### src/hdl/regmap_pkg.sv
// Package of constants for the paged register file address mapper.
// Assumes an 8-bit register address from the core operand address generator.
package regmap_pkg;
	localparam logic [7:0] PAGE_PTR_ADDR     = 8'hdf;
	localparam logic [7:0] SLICE_FIRST_ADDR  = 8'hd6;
	localparam logic [7:0] SLICE_SECOND_ADDR = 8'hd7;
	localparam logic [7:0] PAGE_PTR_RESET    = 8'h00;
	localparam logic [7:0] SLICE_FIRST_RESET = 8'hc0;
	localparam logic [7:0] SLICE_SECOND_RESET = 8'hc8;
	localparam logic [3:0] WORK_PREFIX       = 4'hc;
	localparam int         DEST_MSB          = 7;
	localparam int         DEST_LSB          = 4;
	localparam int         SRC_MSB           = 3;
	localparam int         SRC_LSB           = 0;
	localparam logic [3:0] PAGE_LAST         = 4'h4;
	localparam logic [3:0] DUP_PAGE_LAST     = 4'h3;
	localparam logic [1:0] CTRL_TOP          = 2'b11;
	localparam logic [2:0] BANK_TOP          = 3'b111;
	localparam logic [3:0] SYS_NIBBLE        = 4'hd;
	localparam logic [3:0] COMMON_NIBBLE     = 4'hc;
	// Addressing modes presented by the core
	typedef enum logic [2:0] {
		MODE_DIRECT,
		MODE_WORK4,
		MODE_INDIRECT,
		MODE_INDEXED,
		MODE_OTHER
	} addr_mode_e;
	// Physical regions the mapper resolves to
	typedef enum logic [2:0] {
		AREA_PRIME,
		AREA_COMMON,
		AREA_SYSTEM,
		AREA_CONTROL_BANK_ZERO,
		AREA_CONTROL_BANK_ONE,
		AREA_DUPLICATE,
		AREA_NONE
	} area_e;
endpackage

### src/hdl/register_file_page_window.sv
// Address mapper for the paged register file: page pointer, bank select,
// working slice pointers, and the direct/indirect split of the upper area.
// Assumes the core presents one operand address per cycle with its mode.
//
// Contract
// - Page pointer register at DFh, bank 0
// - Reset clears page pointer to page 0
// - Bits 7..4 pick destination page 0-4
// - Bits 3..0 pick source page 0-4
// - C0h-FFh direct accesses hit control set
// - E0h-FFh split into two selectable banks
// - Reset selects bank zero
// - D0h-DFh system, C0h-CFh common scratch
// - Direct control access ignores page pointer
// - Indirect/indexed upper accesses hit duplicate set
// - Duplicate set exists on pages 0-3
// - Prime area paged, all modes allowed
// - Two slice pointers at D6h and D7h
// - Reset pointers select C0h and C8h slices
// - Pointer supplies upper five address bits
// - Working access never reaches duplicate set
// - Pointers loaded by set-pointer or load
// - Operand msb picks pointer, low three bits
// - Upper nibble 1100b means working register
// - Register pairs start even, msb first
`timescale 1ns/1ps
module register_file_page_window
	import regmap_pkg::*;
(
	input  wire logic                    SYS_CLK,
	input  wire logic                    RESET_N,
	input  wire logic                    CLK_EN,
	input  wire regmap_pkg::addr_mode_e  ADDR_MODE,
	input  wire logic [7:0]              OPERAND,
	input  wire logic                    PAIR_ACCESS,
	input  wire logic                    WRITE_CYCLE,
	input  wire logic                    REG_WRITE,
	input  wire logic [7:0]              REG_WDATA,
	input  wire logic                    SELECT_LOW_BANK_INSTR,
	input  wire logic                    SELECT_HIGH_BANK_INSTR,
	input  wire logic                    SET_SLICE_POINTER_INSTR,
	input  wire logic [1:0]              SET_SLICE_WHICH,
	input  wire logic [7:0]              SET_SLICE_VALUE,
	output logic      [7:0]              PHYS_ADDR,
	output logic      [3:0]              PHYS_PAGE,
	output regmap_pkg::area_e            PHYS_AREA,
	output logic                         ADDR_FAULT,
	output logic                         HIT_MAPPED,
	output logic      [7:0]              MAPPED_RDATA,
	output logic      [7:0]              PAGE_SELECT_POINTER,
	output logic      [7:0]              WORKING_SLICE_POINTER_FIRST,
	output logic      [7:0]              WORKING_SLICE_POINTER_SECOND,
	output logic                         BANK_SELECT
);
	import regmap_pkg::*;

	// ************************************************************
	// State
	// ************************************************************
	logic [7:0] page_ptr_q;
	logic [7:0] page_ptr_d;
	logic [7:0] slice_first_q;
	logic [7:0] slice_first_d;
	logic [7:0] slice_second_q;
	logic [7:0] slice_second_d;
	logic       bank_q;
	logic       bank_d;

	// ************************************************************
	// Decode nets
	// ************************************************************
	logic       is_work8;
	logic       is_work;
	logic [7:0] raw;
	logic [7:0] addr;
	logic       pair_odd;
	logic       upper;
	logic       ind_mode;
	logic       to_dup;
	logic       to_ctrl;
	logic [3:0] dst_pg;
	logic [3:0] src_pg;
	logic [3:0] use_pg;
	logic       dup_ok;
	logic       common_dir;
	logic       in_bank;
	logic       in_system;
	area_e      area_d;

	// ************************************************************
	// Write and select nets
	// ************************************************************
	logic       wr_pp;
	logic       wr_s0;
	logic       wr_s1;
	logic       srp0;
	logic       srp1;
	logic       srp_both;
	logic [4:0] srp1_slice;
	logic [7:0] srp1_val;

	// ************************************************************
	// Read-back and fault nets
	// ************************************************************
	logic       pp_hit;
	logic       s0_hit;
	logic       s1_hit;
	logic       bad_pg;
	logic       dup_fault;

	// ************************************************************
	// Helper functions
	// ************************************************************
	function automatic logic [7:0] work_addr(input logic [3:0] idx,
		input logic [7:0] p0, input logic [7:0] p1);
		logic [7:0] p;
		p = idx[3] ? p1 : p0;
		work_addr = {p[7:3], idx[2:0]};
	endfunction

	function automatic logic page_legal(input logic [3:0] pg);
		page_legal = (pg <= PAGE_LAST);
	endfunction

	// ************************************************************
	// Operand decoding
	// ************************************************************
	// Eight-bit direct operands with the working prefix never reach C0h-CFh directly
	assign is_work8 = (ADDR_MODE == MODE_DIRECT) && (OPERAND[7:4] == WORK_PREFIX);
	assign is_work  = (ADDR_MODE == MODE_WORK4) || is_work8;

	assign raw = is_work ? work_addr(OPERAND[3:0], slice_first_q, slice_second_q)
	                     : OPERAND;

	// Pairs always address the even byte first; the odd byte follows
	assign addr     = PAIR_ACCESS ? {raw[7:1], 1'b0} : raw;
	assign pair_odd = PAIR_ACCESS && raw[0];

	assign upper    = (addr[7:6] == CTRL_TOP);
	assign ind_mode = (ADDR_MODE == MODE_INDIRECT) || (ADDR_MODE == MODE_INDEXED);

	// Working accesses behave like direct ones in the upper area
	assign to_dup   = upper && ind_mode && !is_work;
	assign to_ctrl  = upper && !to_dup;

	// ************************************************************
	// Page selection
	// ************************************************************
	assign dst_pg = page_ptr_q[DEST_MSB:DEST_LSB];
	assign src_pg = page_ptr_q[SRC_MSB:SRC_LSB];

	// Reads take the source page, result writes the destination page
	assign use_pg = WRITE_CYCLE ? dst_pg : src_pg;

	// Page 4 carries no duplicate upper set
	assign dup_ok = (use_pg <= DUP_PAGE_LAST);

	// Direct C0h-CFh is not a legal route to the common area
	assign common_dir = to_ctrl && !is_work && (addr[7:4] == COMMON_NIBBLE);

	// ************************************************************
	// Area selection
	// ************************************************************
	assign in_bank   = (addr[7:5] == BANK_TOP);
	assign in_system = (addr[7:4] == SYS_NIBBLE);

	always_comb begin
		if (!upper) begin
			area_d = AREA_PRIME;
		end else if (to_dup) begin
			area_d = dup_ok ? AREA_DUPLICATE : AREA_NONE;
		end else if (in_bank) begin
			area_d = bank_q ? AREA_CONTROL_BANK_ONE : AREA_CONTROL_BANK_ZERO;
		end else if (in_system) begin
			area_d = AREA_SYSTEM;
		end else begin
			area_d = AREA_COMMON;
		end
	end

	// ************************************************************
	// Register write decode
	// ************************************************************
	// Only control-set routes reach the pointers; duplicate hits leave them alone
	assign wr_pp = REG_WRITE && to_ctrl && in_system && (addr == PAGE_PTR_ADDR);
	assign wr_s0 = REG_WRITE && to_ctrl && (addr == SLICE_FIRST_ADDR);
	assign wr_s1 = REG_WRITE && to_ctrl && (addr == SLICE_SECOND_ADDR);

	assign srp0     = SET_SLICE_POINTER_INSTR && SET_SLICE_WHICH[0];
	assign srp1     = SET_SLICE_POINTER_INSTR && SET_SLICE_WHICH[1];
	assign srp_both = (SET_SLICE_WHICH == 2'b11);

	// A both-pointer set places the second slice right above the first;
	// the slice number wraps at the top of the file on purpose
	assign srp1_slice = 5'(SET_SLICE_VALUE[7:3] + 5'h01);
	assign srp1_val   = srp_both ? {srp1_slice, 3'b000} : SET_SLICE_VALUE;

	// ************************************************************
	// Next-state logic
	// ************************************************************
	always_comb begin
		page_ptr_d = page_ptr_q;
		if (wr_pp) begin
			page_ptr_d = REG_WDATA;
		end
	end

	// Set-pointer wins over an ordinary load in the same cycle
	always_comb begin
		slice_first_d = slice_first_q;
		if (srp0) begin
			slice_first_d = SET_SLICE_VALUE;
		end else if (wr_s0) begin
			slice_first_d = REG_WDATA;
		end
	end

	always_comb begin
		slice_second_d = slice_second_q;
		if (srp1) begin
			slice_second_d = srp1_val;
		end else if (wr_s1) begin
			slice_second_d = REG_WDATA;
		end
	end

	// High bank wins if both bank instructions arrive together
	always_comb begin
		bank_d = bank_q;
		if (SELECT_HIGH_BANK_INSTR) begin
			bank_d = 1'b1;
		end else if (SELECT_LOW_BANK_INSTR) begin
			bank_d = 1'b0;
		end
	end

	// ************************************************************
	// Pointer and bank select registers
	// ************************************************************
	always_ff @(posedge SYS_CLK) begin
		if (!RESET_N) begin
			page_ptr_q     <= PAGE_PTR_RESET;
			slice_first_q  <= SLICE_FIRST_RESET;
			slice_second_q <= SLICE_SECOND_RESET;
			bank_q         <= 1'b0;
		end else if (CLK_EN) begin
			page_ptr_q     <= page_ptr_d;
			slice_first_q  <= slice_first_d;
			slice_second_q <= slice_second_d;
			bank_q         <= bank_d;
		end
	end

	// ************************************************************
	// Read-back decode
	// ************************************************************
	assign pp_hit = to_ctrl && (addr == PAGE_PTR_ADDR);
	assign s0_hit = to_ctrl && (addr == SLICE_FIRST_ADDR);
	assign s1_hit = to_ctrl && (addr == SLICE_SECOND_ADDR);

	// ************************************************************
	// Fault decode
	// ************************************************************
	// Control-set hits ignore the page pointer, so a reserved page cannot fault them
	assign bad_pg    = !page_legal(use_pg) && !to_ctrl;
	assign dup_fault = to_dup && (area_d == AREA_NONE);

	// ************************************************************
	// Outputs
	// ************************************************************
	// The odd half of a pair is flagged, never emitted as an address
	assign PHYS_ADDR    = addr;
	assign PHYS_PAGE    = to_ctrl ? 4'h0 : use_pg;
	assign PHYS_AREA    = bad_pg ? AREA_NONE : area_d;
	assign ADDR_FAULT   = bad_pg || dup_fault || common_dir || pair_odd;
	assign HIT_MAPPED   = pp_hit || s0_hit || s1_hit;
	assign MAPPED_RDATA = pp_hit ? page_ptr_q :
	                      s0_hit ? slice_first_q :
	                      s1_hit ? slice_second_q : 8'h00;

	assign PAGE_SELECT_POINTER          = page_ptr_q;
	assign WORKING_SLICE_POINTER_FIRST  = slice_first_q;
	assign WORKING_SLICE_POINTER_SECOND = slice_second_q;
	assign BANK_SELECT                  = bank_q;

endmodule

### config.mk
export PLATFORM = sky130hd
export DESIGN_NAME = register_file_page_window
export DESIGN_NICKNAME = d
export VERILOG_FILES = /design/src/hdl/regmap_pkg.sv /design/src/hdl/register_file_page_window.sv
export SDC_FILE = /design/constraint.sdc
export NUM_CORES = 1
export LEC_CHECK = 0
export ABC_AREA = 1
export BUFFER_PORTS_ARGS = -buffer_cell sky130_fd_sc_hd__buf_2
export CAP_MARGIN = 20
export CORE_UTILIZATION = 50
export CTS_CLUSTER_SIZE = 16
export DETAILED_ROUTE_END_ITERATION = 12
export GPL_ROUTABILITY_DRIVEN = 1
export PLACE_DENSITY = 0.92
export SYNTH_ARGS = -nofsm -noshare
export SYNTH_HDL_FRONTEND = slang
export SYNTH_SLANG_ARGS = --single-unit
### constraint.sdc
create_clock -name SYS_CLK -period 3.85 [get_ports SYS_CLK]
set_input_delay 0.77 -clock SYS_CLK [delete_from_list [all_inputs] [get_ports SYS_CLK]]
set_output_delay 0.77 -clock SYS_CLK [all_outputs]
set_load 0.01 [all_outputs]
**Word level (Yosys, flattened, before mapping)**

Index checks and enable logic that the tools add are counted.

- Add/subtract/negate cells: 1
- Magnitude comparators: 2
- Eq/ne operators: 13
- Muxes and demuxes: 22
- Reduce and logical (&&, ||, !) cells: 38

Operator list:

| operator | count |
|---|---|
| $mux W8 | 10 |
| $eq A8 B8 Y1 const B | 3 |
| $logic_and A1 B1 Y1 | 19 |
| $mux W3 | 5 |
| $eq A4 B4 Y1 const B | 3 |
| $mux W4 | 2 |
| $reduce_and A2 Y1 | 4 |
| $logic_or A1 B1 Y1 | 7 |
| $eq A3 B2 Y1 const B | 2 |
| $eq A3 B3 Y1 const B | 2 |
| $reduce_bool A2 Y1 | 3 |
| $add A5 B1 Y5 const B | 1 |
| $eq A2 B2 Y1 const B | 2 |
| $le A4 B2 Y1 const B | 1 |
| $le A4 B3 Y1 const B | 1 |
| $logic_not A1 Y1 | 4 |
| $mux W2 | 2 |
| $eq A3 B1 Y1 const B | 1 |
| $logic_not A3 Y1 | 1 |
| $mux W1 | 3 |

- Flip-flop bits (word level): 25
- Bits of input ports: 38
- Output and inout bits: 50
- Word-level logic and storage cells: 80

**Depth between registers and ports, before layout**

Gate-level depths: netlist (run 1).

- Word-level depth: 14
- Depth in mapped cells: 14

**Worst setup path after synthesis (run 1)**

Ideal clock, no wire load.

- Path kind: input to output
- Start: input port OPERAND[4]
- End: output port MAPPED_RDATA[0]
- Arrival time: 2.075 ns
- Required time: 3.080 ns
- Slack: 1.005 ns
- Stages: 12
- Cells stage by stage: nor2_1 nand2_2 nand2_4 nand2_4 nand2_1 nand2_2 inv_2 nand2_2 nor3_4 buf_6 nand2_1 o211ai_1

- Elaborated cells between the ends (all ways): 19
- Classes of those cells: 5 x eq/ne; 4 x mux; 10 x reduce/logical

RTL lines:

| what | line | text |
|---|---|---|
| start, declared | register_file_page_window.sv:34 | `input wire logic [7:0] OPERAND,` |
| $eq A4 B4 Y1 * | register_file_page_window.sv:129 | `assign is_work8 = (ADDR_MODE == MODE_DIRECT) && (OPERAND[7:4] == WORK_PREFIX);` |
| $logic_and A1 B1 Y1 * | register_file_page_window.sv:129 |  |
| $logic_or A1 B1 Y1 * | register_file_page_window.sv:130 | `assign is_work = (ADDR_MODE == MODE_WORK4) \|\| is_work8;` |
| $mux W8 * | register_file_page_window.sv:132 | `assign raw = is_work ? work_addr(OPERAND[3:0], slice_first_q, slice_second_q)` |
| net PHYS_ADDR[5] | register_file_page_window.sv:44 | `output logic [7:0] PHYS_ADDR,` |
| $eq A8 B8 Y1 | register_file_page_window.sv:259 | `assign s1_hit = to_ctrl && (addr == SLICE_SECOND_ADDR);` |
| $logic_and A1 B1 Y1 | register_file_page_window.sv:259 |  |
| $mux W8 | register_file_page_window.sv:279 | `s1_hit ? slice_second_q : 8'h00;` |
| $mux W8 | register_file_page_window.sv:278 | `s0_hit ? slice_first_q :` |
| $mux W8 * | register_file_page_window.sv:277 | `assign MAPPED_RDATA = pp_hit ? page_ptr_q :` |
| end, declared | register_file_page_window.sv:49 | `output logic [7:0] MAPPED_RDATA,` |

The timed path passes the listed nets; every way through them passes the cells marked *.

**Worst setup path in the final report (run 1)**

- Start: input port OPERAND[4]
- End: output port MAPPED_RDATA[3]

- Longest elaborated chain between the ends: 13
- Elaborated cells between the ends (all ways): 19
- Classes of those cells: 5 x eq/ne; 4 x mux; 10 x reduce/logical

RTL lines:

| what | line | text |
|---|---|---|
| $eq A4 B4 Y1 | register_file_page_window.sv:129 |  |
| $logic_and A1 B1 Y1 | register_file_page_window.sv:129 |  |
| $logic_or A1 B1 Y1 | register_file_page_window.sv:130 |  |
| $mux W8 | register_file_page_window.sv:132 |  |
| $eq A2 B2 Y1 | register_file_page_window.sv:139 | `assign upper = (addr[7:6] == CTRL_TOP);` |
| $logic_and A1 B1 Y1 (2 in series) | register_file_page_window.sv:143 | `assign to_dup = upper && ind_mode && !is_work;` |
| $logic_not A1 Y1 | register_file_page_window.sv:144 | `assign to_ctrl = upper && !to_dup;` |
| $logic_and A1 B1 Y1 | register_file_page_window.sv:144 |  |
| $logic_and A1 B1 Y1 | register_file_page_window.sv:259 |  |
| $mux W8 | register_file_page_window.sv:279 |  |
| $mux W8 | register_file_page_window.sv:278 |  |
| $mux W8 * | register_file_page_window.sv:277 |  |

Mark *: on every way between the ends. The rest lies on a longest branch, timed or not.

==> results.md, run 1 <==
- Status: finished clean
- Synthesized area per cell: roughly 5.8 sq um
- Fillers: between 300 and 400
- Drt pass-1 iters: 5
- Buffers on Ports: 87
- Sequential share of power: 0.461
- Crit Path Category: primary input to output port
- Fmax: ~300 MHz
- Critical path depth: 13
- I/O pin count: 88
- Post-route DRC: 0
- Final hold viol count: 0
- Die area: ~0.0043 sq mm
- Die height: 65.8 microns
- Syn Std Cell Area: about 0.0020 sq mm
- Total Power: 601 uW
- Hold crit path type: flip-flop to flip-flop
- Slew margin rel.: 0.667
- Slew at the pin closest to its max-slew limit: roughly 0.50 ns
- Total track usage: 0.283
- CP bufs+invs: 2
- Number of max-cap violations: 0
- Gate Count Post-Synth: 350
- Remaining antenna violation count: 0
- Fin crit period: around 3.3 ns
- Starting Density: 0.540
- Critical path's slowest cell: nor2_2
- Worst-path fanout max: 10
- Initial DRC count: roughly 170
- Critical Path RT: roughly 3 ns
- Drt wl/cell: ~12 microns
- Post-Syn Nets: roughly 400
- CTS max path bufs: 2
- Post-synthesis async set-or-reset flop share: 0
- Syn-to-layout area delta: 24.1%
- Max Slew Vio Count: 0
- R2R cell count: 9
- Final net count: 473
- Netlist cell types: 29
- Sw Ratio: 0.328
- Vias: about 2500
- CTS tree: yes
- Combinational power share: 0.280
- Clk_lat worst skew: between 0.2 and 0.3 ns
- Peak supply drop: around 150 uV
- CTS Buf Count: 3
- Die width: around 66 microns
- Placeable core area: around 0.0038 sq mm
- Antenna Cells: 0
- Hold Path Stages: 2
- CTS root buffer: clkbuf_8
- Routed vias/inst: around 5.3
- Largest delay contributor family on the critical path: simple AND/OR/NAND/NOR gates
- Switching pwr: 198 uW
- Nature of the critical path endpoint: output port
- Setup TNS: 0 ns
- Clock Pin Slew Worst Setup and Hold Paths: approximately 0.08 ns
- Final Skew: roughly 0.0095 ns
- Clock Sinks: 25
- Wirelength, routed: roughly 5900 microns
- CP peak stage delay: 0.31 ns
- Post-CTS Setup Bufs: 0
- Pwr per Cell Area: between 200 and 250 mW/mm^2
- #FFs+latches synth: 25
- H-tree depth: 1
- Row count: 22
- Share of layout cells above drive strength 1: 0.263
- Vias in the first global route: ~2200
- Largest net degree at the start of global routing: 18
- LEAKAGE: approximately 0.0014 uW
- Pint: about 400 uW
- Post-synth EDFFs: 0
- CP Launch Type: primary input
- # setup viols final: 0
- Seq/Total Area, Yosys: 0.246
- YS warnings: 0
- Arr. time, crit path: between 2 and 3 ns
- Top_reg_cell synth: dfxtp_1
- GRT overflow: 0
- Crit-path cells: buf_2, nor2_1, nand2_2, nand2_4, nand2_4, nand2_1, nand2_1, nor2_1, nand3_1, nor2_2, nand2_1, o211ai_1, buf_2
- Routability cong.: between 0.9 and 1
- Hold buffers post-CTS: 0
- RSZ-0062 raised after global routing: false
- CTS resizes: 0
- Dpl hpwl: between 4000 and 5000 microns
- Clk pwr share: 0.259
- Global-route wire length before repair: ~9600 microns
- Initial antenna violation count: 0
- Tcrit/Tclk final: 0.855
- CP most frequent cell: nand2_1
-- flip-flops by register name, indices dropped and copies added (netlist names) --
register                      flops
PAGE_SELECT_POINTER               8
WORKING_SLICE_POINTER_SECOND      8
BANK_SELECT                       1
WORKING_SLICE_POINTER_FIRST       8
-- per-stage QoR --
step | setup WS, ns | std cells | instance area (sq um) | hold WS (ns) | utilization
2_1_floorplan | 1.00 | 350 | 2040 | 0.494 | -
3_3_place_gp | 0.685 | 477 | 2480 | 0.472 | 0.659
3_5_place_dp | 0.606 | 477 | 2480 | 0.477 | 0.659
4_1_cts | 0.604 | 481 | 2530 | 0.489 | 0.671
5_1_grt | 0.376 | 481 | 2530 | 0.502 | 0.671
6_report | 0.560 | 481 | 2530 | 0.492 | 0.671
-- tightest hold or removal path: cells and delay by family, from the launching register on --
| family | cells | cell delay, ns |
|---|---|---|
| AND/OR/NAND/NOR | 1 | 0.07 |
| flip-flops | 1 | 0.33 |
| AO/OA/AOI/OAI | 1 | 0.05 |
-- routing by layer --
metal | global-route usage | wire (microns) | vias to the layer above
met5 | 0 | 0 | -
met4 | 0.0842 | 97 | 0
met3 | 0.0466 | 522 | 12
met2 | 0.481 | 2760 | 132
met1 | 0.363 | 2510 | 1106
li1 | - | - | 1296
-- layout by cell type (no fill, tap or decap), types with 3 or more instances in the layout --
| master | n |
|---|---|
| nand3_1 | 45 |
| a21oi_1 | 13 |
| o211ai_1 | 9 |
| o21ai_0 | 23 |
| nand2_2 | 6 |
| buf_2 | 87 |
| o31ai_1 | 4 |
| dfxtp_1 | 25 |
| clkinv_1 | 3 |
| inv_1 | 45 |
| nand2_1 | 101 |
| nor2_1 | 42 |
| clkbuf_8 | 3 |
| nand3_2 | 4 |
-- cells in the mapped netlist (3+ instances only) --
cell type    n  area share
inv_1       45       0.083
nand3_2      4       0.020
a21oi_1     13       0.032
o211ai_1     9       0.033
nand2_1    101        0.19
nand2_2      6       0.018
clkinv_1     3      0.0055
o31ai_1      4       0.015
clkbuf_1     5      0.0092
dfxtp_1     25        0.25
nand3_1     45        0.11
nor2_1      42       0.077
o21ai_0     23       0.056
-- worst paths after layout --
kind	start	endpoint	slack (ns)
worst max-delay path	OPERAND[4]	MAPPED_RDATA[3]	0.56
worst min register to register	BANK_SELECT	BANK_SELECT	0.49
worst max register to register	WORKING_SLICE_POINTER_FIRST[6]	PAGE_SELECT_POINTER[5]	1.93
worst min-delay path	BANK_SELECT	BANK_SELECT	0.49
-- power by group through the flow --
stage	logic (uW)	clock network, uW	registers, uW
after floorplan	101	0	285
after global placement	162	0	283
after detailed placement	167	0	283
after CTS	167	155	277
after global routing	190	173	278
final	168	156	277
-- area by class of cell --
| type | instances | area, sq um | share of cell area |
|---|---|---|---|
| repair buffers | 88 | 443 | 0.175 |
| clock buffers | 4 | 45.0 | 0.0178 |
| well taps | 48 | 60.1 | 0.0237 |
| flip-flops and latches | 25 | 500 | 0.198 |
| inverters | 50 | 188 | 0.0742 |
| multi-input cells | 266 | 1290 | 0.511 |
-- logic make-up after synthesis --
group / after synthesis / share of synthesized area
DFF: 25 / 0.246
and+or+nand+nor: 212 / 0.476
AOI/OAI and AO/OA: 52 / 0.148
xor gates and xnor gates: 1 / 0.00430
buffers and inverters: 59 / 0.120
adders and majority gates: 1 / 0.00614
Note: power is estimated with default switching activity, not from simulation.
==> run 2, diff against run 1 <==
--- a/config.mk
+++ b/config.mk
@@ -8,11 +8,12 @@
 export ABC_AREA = 1
 export BUFFER_PORTS_ARGS = -buffer_cell sky130_fd_sc_hd__buf_2
 export CAP_MARGIN = 20
-export CORE_UTILIZATION = 50
+export CORE_UTILIZATION = 52
 export CTS_CLUSTER_SIZE = 16
 export DETAILED_ROUTE_END_ITERATION = 12
 export GPL_ROUTABILITY_DRIVEN = 1
-export PLACE_DENSITY = 0.92
+export PLACE_DENSITY = 0.95
+export RECOVER_POWER = 100
 export SYNTH_ARGS = -nofsm -noshare
 export SYNTH_HDL_FRONTEND = slang
 export SYNTH_SLANG_ARGS = --single-unit
==> run 2 against run 1 <==
Total power is 1.8% lower. Register-to-register slack lost 0.25 ns. Via count increased by 1.2%. Setup slack worse by 0.13 ns. First-iteration DRC count down 8.7%. Hold slack improved by 0.0074 ns. Critical endpoint is now MAPPED_RDATA[5]. Non-clock buffer count stayed put. Core utilization decreased by 1.6 points. Die area shrank 3.7%. Global-route usage is 0.57 points higher. Critical path depth unchanged. Combinational power fell by 5%.
==> results.md, run 2 (synthesis results as in run 1) <==
- Area occupied by multi-input gates: 0.00126 sq mm (-2.3%)
- Critical path's slowest cell: nor2_1
- Reg2reg end: WORKING_SLICE_POINTER_SECOND[6]
- Fmax: 292 MHz (-3.9%)
- Post-route DRC: 0 (unchanged)
- CP bufs+invs: 3 (+1)
- Hold crit path type: flip-flop to flip-flop
- CTS max path bufs: 2 (unchanged)
- Vias in the first global route: 2193 (-0.59%)
- Tcrit/Tclk final: 0.890 (+0.0350)
- Pwr per Cell Area: 242 mW/mm^2 (+2.0%)
- Remaining antenna violation count: 0 (unchanged)
- CP most frequent cell: nand2_1
- Share of layout cells above drive strength 1: 0.127 (-0.136)
- Routed vias/inst: 5.36 (+1.2%)
- Die area: 0.00417 sq mm (-3.7%)
- Slew at the pin closest to its max-slew limit: 0.760 ns (+0.262 ns)
- Clk_lat worst skew: 0.26 ns (about the same)
- CTS root buffer: clkbuf_8
- Routability cong.: 0.925 (about the same)
- Number of max-cap violations: 0 (unchanged)
- Clock Pin Slew Worst Setup and Hold Paths: 0.08 ns (about the same)
- Row count: 22 (unchanged)
- Drt wl/cell: 12.3 microns (+0.78%)
- Drt pass-1 iters: 5 (unchanged)
- Leading cell type in the layout, fill and taps excluded: nand2_1
- Largest delay contributor family on the critical path: simple AND/OR/NAND/NOR gates
- H-tree depth: 1 (unchanged)
- Fin crit period: 3.42 ns (+0.135 ns)
- Peak supply drop: 165 uV (+9.2%)
- Final Skew: 0.00272 ns (-0.00678 ns)
- Syn-to-layout area delta: 19.5%
- Wirelength, routed: 5930 microns (+0.78%)
- Switching pwr: 193 uW (-2.3%)
- Pint: 397 uW (-1.6%)
- Arr. time, crit path: 2.65 ns (+0.13 ns)
- Hold Path Stages: 2 (unchanged)
- Global-route wire length before repair: 9600 microns (about the same)
- CTS Buf Count: 3 (unchanged)
- Worst Hold End: BANK_SELECT
- RR Startpoint: WORKING_SLICE_POINTER_FIRST[6]
- Post-CTS Setup Bufs: 0 (unchanged)
- Die height: 64.6 microns (-1.9%)
- Starting Density: 0.548 (+0.00801)
- Crit Path Category: primary input to output port
- Die width: 64.6 microns (-1.9%)
- Commonest non-fill, non-tap cells in the layout: nand2_1, clkbuf_1, nand3_1
- Nature of the critical path endpoint: output port
- CTS tree: yes
- Clk pwr share: 0.259 (about the same)
- Final hold viol count: 0 (unchanged)
- Clock Sinks: 25 (unchanged)
- Critical Path RT: 3.08 ns (about the same)
- Fillers: 394 (+13%)
- Initial antenna violation count: 0 (unchanged)
- RSZ-0062 raised after global routing: false
- LEAKAGE: 0.00122 uW (-13%)
- Largest net degree at the start of global routing: 18 (unchanged)
- Hold Crit Start: BANK_SELECT
- Final net count: 473 (unchanged)
- Max Slew Vio Count: 0 (unchanged)
- R2R cell count: 10 (+1)
- Hold WS: 0.499 ns (+0.00735 ns)
- Initial DRC count: 157 (-8.7%)
- Antenna Cells: 0 (unchanged)
- Buffers on Ports: 87 (unchanged)
- Slew margin rel.: 0.493 (-0.174)
- GRT overflow: 0 (unchanged)
- Hold buffers post-CTS: 0 (unchanged)
- Sequential share of power: 0.470 (+0.009)
- Status: finished clean
- # setup viols final: 0 (unchanged)
- Total track usage: 0.289 (+0.00573)
- Crit-path cells: clkbuf_1, nor2_1, nand2_2, nand2_4, nand2_4, nand2_1, nand2_1, clkinv_1, nand2_1, nor2_1, nand3_2, o211ai_1, clkbuf_1
- CP peak stage delay: 0.31 ns (about the same)
- Dpl hpwl: 4820 microns (+1.3%)
- CP Launch Type: primary input
- Placeable core area: 0.00372 sq mm (-1.5%)
- Register-to-register setup slack: 1.68 ns (-0.25 ns)
- I/O pin count: 88 (unchanged)
- Worst-path fanout max: 10 (unchanged)
- Storage element area: 500 sq um (unchanged)
- CTS resizes: 0 (unchanged)
- Setup TNS: 0 ns (unchanged)
- Combinational power share: 0.271 (-0.009)
- Sw Ratio: 0.327 (-0.00151)
- Vias: 2576 (+1.2%)
-- run 2: power groups by stage --
stage               clock network, uW  registers [uW]  logic, uW
finish                            153             278        160
global route                      168             278        180
CTS                               154             277        167
detailed placement                  0             283        167
global placement                    0             283        162
floorplan                           0             285        101
-- run 2: worst max-delay path by stage --
stage	from	to	slack, ns	cells after the start
after floorplan	OPERAND[4]	MAPPED_RDATA[0]	1.00	12
after global placement	OPERAND[4]	MAPPED_RDATA[0]	0.71	13
after detailed placement	OPERAND[4]	MAPPED_RDATA[5]	0.65	11
after CTS	OPERAND[4]	MAPPED_RDATA[3]	0.62	13
after global routing	OPERAND[4]	MAPPED_RDATA[2]	0.23	13
final	OPERAND[4]	MAPPED_RDATA[5]	0.43	13
-- run 2: per-stage QoR --
step / utilization / total power (uW) / setup WS (ns) / instances / instance area, sq um
finish: 0.655 / 590 / 0.425 / 481 / 2430
detailed placement: 0.669 / 449 / 0.652 / 477 / 2480
global placement: 0.669 / 445 / 0.707 / 477 / 2480
CTS: 0.681 / 598 / 0.622 / 481 / 2530
floorplan: - / 386 / 1.00 / 350 / 2040
global route: 0.655 / 626 / 0.230 / 481 / 2430
-- run 2: per-layer routing --
layer,track usage,share of wire,vias to the layer above
met5,0,0,-
met4,0.117,0.034,0
met3,0.0299,0.069,23
met2,0.495,0.45,125
met1,0.368,0.45,1141
li1,-,-,1287
-- run 2: cell type report --
type,count,share of cell area
inverters,50,0.0771
repair buffers,88,0.155
flip-flops and latches,25,0.206
well taps,48,0.0247
clock buffers,4,0.0185
multi-input cells,266,0.519
-- run 2: worst reg2reg max path, stage by stage (launching register included) --
cell and delay [ns]:
dfxtp_1 0.38, inv_1 0.07, o21ai_0 0.19, nand3_1 0.11, nand2_1 0.16, nand2_1 0.14, nor2_1 0.32, nand3_1 0.37
nand2_1 0.21, nand2_1 0.08, nand3_1 0.06
==> run 3, diff against run 2 <==
--- a/config.mk
+++ b/config.mk
@@ -8,11 +8,11 @@
 export ABC_AREA = 1
 export BUFFER_PORTS_ARGS = -buffer_cell sky130_fd_sc_hd__buf_2
 export CAP_MARGIN = 20
-export CORE_UTILIZATION = 52
+export CORE_UTILIZATION = 40
 export CTS_CLUSTER_SIZE = 16
 export DETAILED_ROUTE_END_ITERATION = 12
 export GPL_ROUTABILITY_DRIVEN = 1
-export PLACE_DENSITY = 0.95
+export PLACE_DENSITY = 0.78
 export RECOVER_POWER = 100
 export SYNTH_ARGS = -nofsm -noshare
 export SYNTH_HDL_FRONTEND = slang
==> run 3 against run 2 <==
Sequential share of layout area fell by 0.25 points. Setup slack lost 0.016 ns. Core utilization is 14 points lower. Global-route usage is 5.6 points lower. Cell count increased by 4.0%. Count of clock-buffer cells in the layout unchanged. Routed wire length increased by 2.6%. Sequential cell count stayed put. Largest cell class unchanged.
==> results.md, run 3 (synthesis results as in run 1) <==
- Leading cell type in the layout, fill and taps excluded: nand2_1
- Nature of the critical path endpoint: output port
- Initial antenna violation count: 0 (unchanged)
- Die area: 0.00538 sq mm (+29%)
- Syn-to-layout area delta: 20.9%
- Post-CTS Setup Bufs: 0 (unchanged)
- CTS resizes: 0 (unchanged)
- Total Power: 592 uW (+0.24%)
- Clk_lat worst skew: 0.27 ns (about the same)
- Slew margin rel.: 0.502 (+0.00872)
- Largest net degree at the start of global routing: 18 (unchanged)
- Vias: 2515 (-2.4%)
- CP Launch Type: primary input
- LEAKAGE: 0.00125 uW (+1.8%)
- Global-route wire length before repair: 9800 microns (+2.0%)
- Commonest non-fill, non-tap cells in the layout: nand2_1, nand3_1, inv_1, clkbuf_1
- Drt wl/cell: 12.2 microns (-1.3%)
- Setup TNS: 0 ns (unchanged)
- Final Skew: 0.00966 ns (+0.00694 ns)
- Remaining antenna violation count: 0 (unchanged)
- Drt pass-1 iters: 4 (-1)
- Starting Density: 0.423 (-0.125)
- Critical Path RT: 3.08 ns (about the same)
- Arr. time, crit path: 2.67 ns (+0.02 ns)
- Vias in the first global route: 2220 (+1.2%)
- Tcrit/Tclk final: 0.894 (+0.00428)
- Final hold viol count: 0 (unchanged)
- Pwr per Cell Area: 240 mW/mm^2 (-0.98%)
- Util after Layout: 0.512 (-0.144)
- Placeable core area: 0.00482 sq mm (+30%)
- Hold buffers post-CTS: 0 (unchanged)
- Share of layout cells above drive strength 1: 0.139 (+0.0115)
- Max Slew Vio Count: 0 (unchanged)
- RSZ-0062 raised after global routing: false
- Peak supply drop: 163 uV (-1.4%)
- Hold crit path type: flip-flop to flip-flop
- Crit Path Category: primary input to output port
- Total track usage: 0.233 (-0.0561)
- Dpl hpwl: 4950 microns (+2.6%)
- Slew at the pin closest to its max-slew limit: 0.747 ns (-0.0131 ns)
- H-tree depth: 1 (unchanged)
- Number of max-cap violations: 0 (unchanged)
- Clock Pin Slew Worst Setup and Hold Paths: 0.08 ns (about the same)
- Routability cong.: 0.868 (-6.2%)
- Post-Place Cell Area: 0.00251 sq mm (+0.96%)
- # setup viols final: 0 (unchanged)
- CTS root buffer: clkbuf_8
- Initial DRC count: 151 (-3.8%)
- CTS tree: yes
- Die width: 73.4 microns (+14%)
- Die height: 73.4 microns (+14%)
- GRT overflow: 0 (unchanged)
- Fmax: 291 MHz (-0.48%)
- Wirelength, routed: 6090 microns (+2.6%)
- Fillers: 563 (+43%)
- Worst-path fanout max: 10 (unchanged)
- Antenna Cells: 0 (unchanged)
- Post-route DRC: 0 (unchanged)
- CTS max path bufs: 2 (unchanged)
- Clock Sinks: 25 (unchanged)
- Routed vias/inst: 5.03 (-6.1%)
- Status: finished clean
- Row count: 25 (+14%)
- CTS Buf Count: 3 (unchanged)
- Design area: 0.00246 sq mm (+1.2%)
- Final net count: 473 (unchanged)
- Buffers on Ports: 87 (unchanged)
- I/O pin count: 88 (unchanged)
- Fin crit period: 3.44 ns (+0.0165 ns)
[run 3: cell types whose count changed in the layout (fill, tap and decap cells not counted)]
cell | before | now
clkinv_1 | 4 | 3
inv_1 | 45 | 46
buf_2 | 38 | 43
clkbuf_1 | 51 | 46
[run 3: final timing paths]
kind,from,end,slack [ns],cells after the start
worst max-delay path,OPERAND[4],MAPPED_RDATA[3],0.41,13
worst min-delay path,BANK_SELECT,BANK_SELECT,0.50,2
worst max register to register,WORKING_SLICE_POINTER_FIRST[6],WORKING_SLICE_POINTER_SECOND[6],1.64,10
worst min register to register,BANK_SELECT,BANK_SELECT,0.50,2
[run 3: critical path, cell delays in order]
cell and delay [ns]:
buf_2 0.11, nor2_1 0.10, nand2_1 0.09, nand2_4 0.12, nand2_4 0.09, nand2_1 0.07, nand2_1 0.08, inv_1 0.08
nand2_1 0.11, nor2_1 0.33, nand3_2 0.24, o211ai_1 0.30, clkbuf_1 0.18
[run 3: layout make-up]
| cell class | count | area [sq um] | share of cell area |
|---|---|---|---|
| multi-input cells | 266 | 1260 | 0.513 |
| flip-flops and latches | 25 | 500 | 0.203 |
| repair buffers | 88 | 384 | 0.156 |
| inverters | 50 | 188 | 0.0761 |
| well taps | 67 | 83.8 | 0.0340 |
| clock buffers | 4 | 45.0 | 0.0183 |
[run 3: power by group]
part	leakage [uW]	switching, uW	internal, uW
combinational	0.00102	104	56.0
sequential	0.000204	9.49	268
clock	0.0000228	80.3	74.0
total	0.00125	194	398
[run 3: per-layer routing]
layer / track usage / routed length [microns] / up-vias
met5: 0 / 0 / -
met4: 0.0791 / 132 / 0
met3: 0.0343 / 482 / 12
met2: 0.402 / 2760 / 96
met1: 0.296 / 2710 / 1116
li1: - / - / 1291
[run 3: stage by stage]
stage	hold WS, ns	setup slack, ns	instances
after floorplan	0.494	1.00	350
final	0.498	0.409	500
after global routing	0.534	0.210	500
after CTS	0.497	0.606	500
after global placement	0.480	0.679	496
after detailed placement	0.485	0.612	496
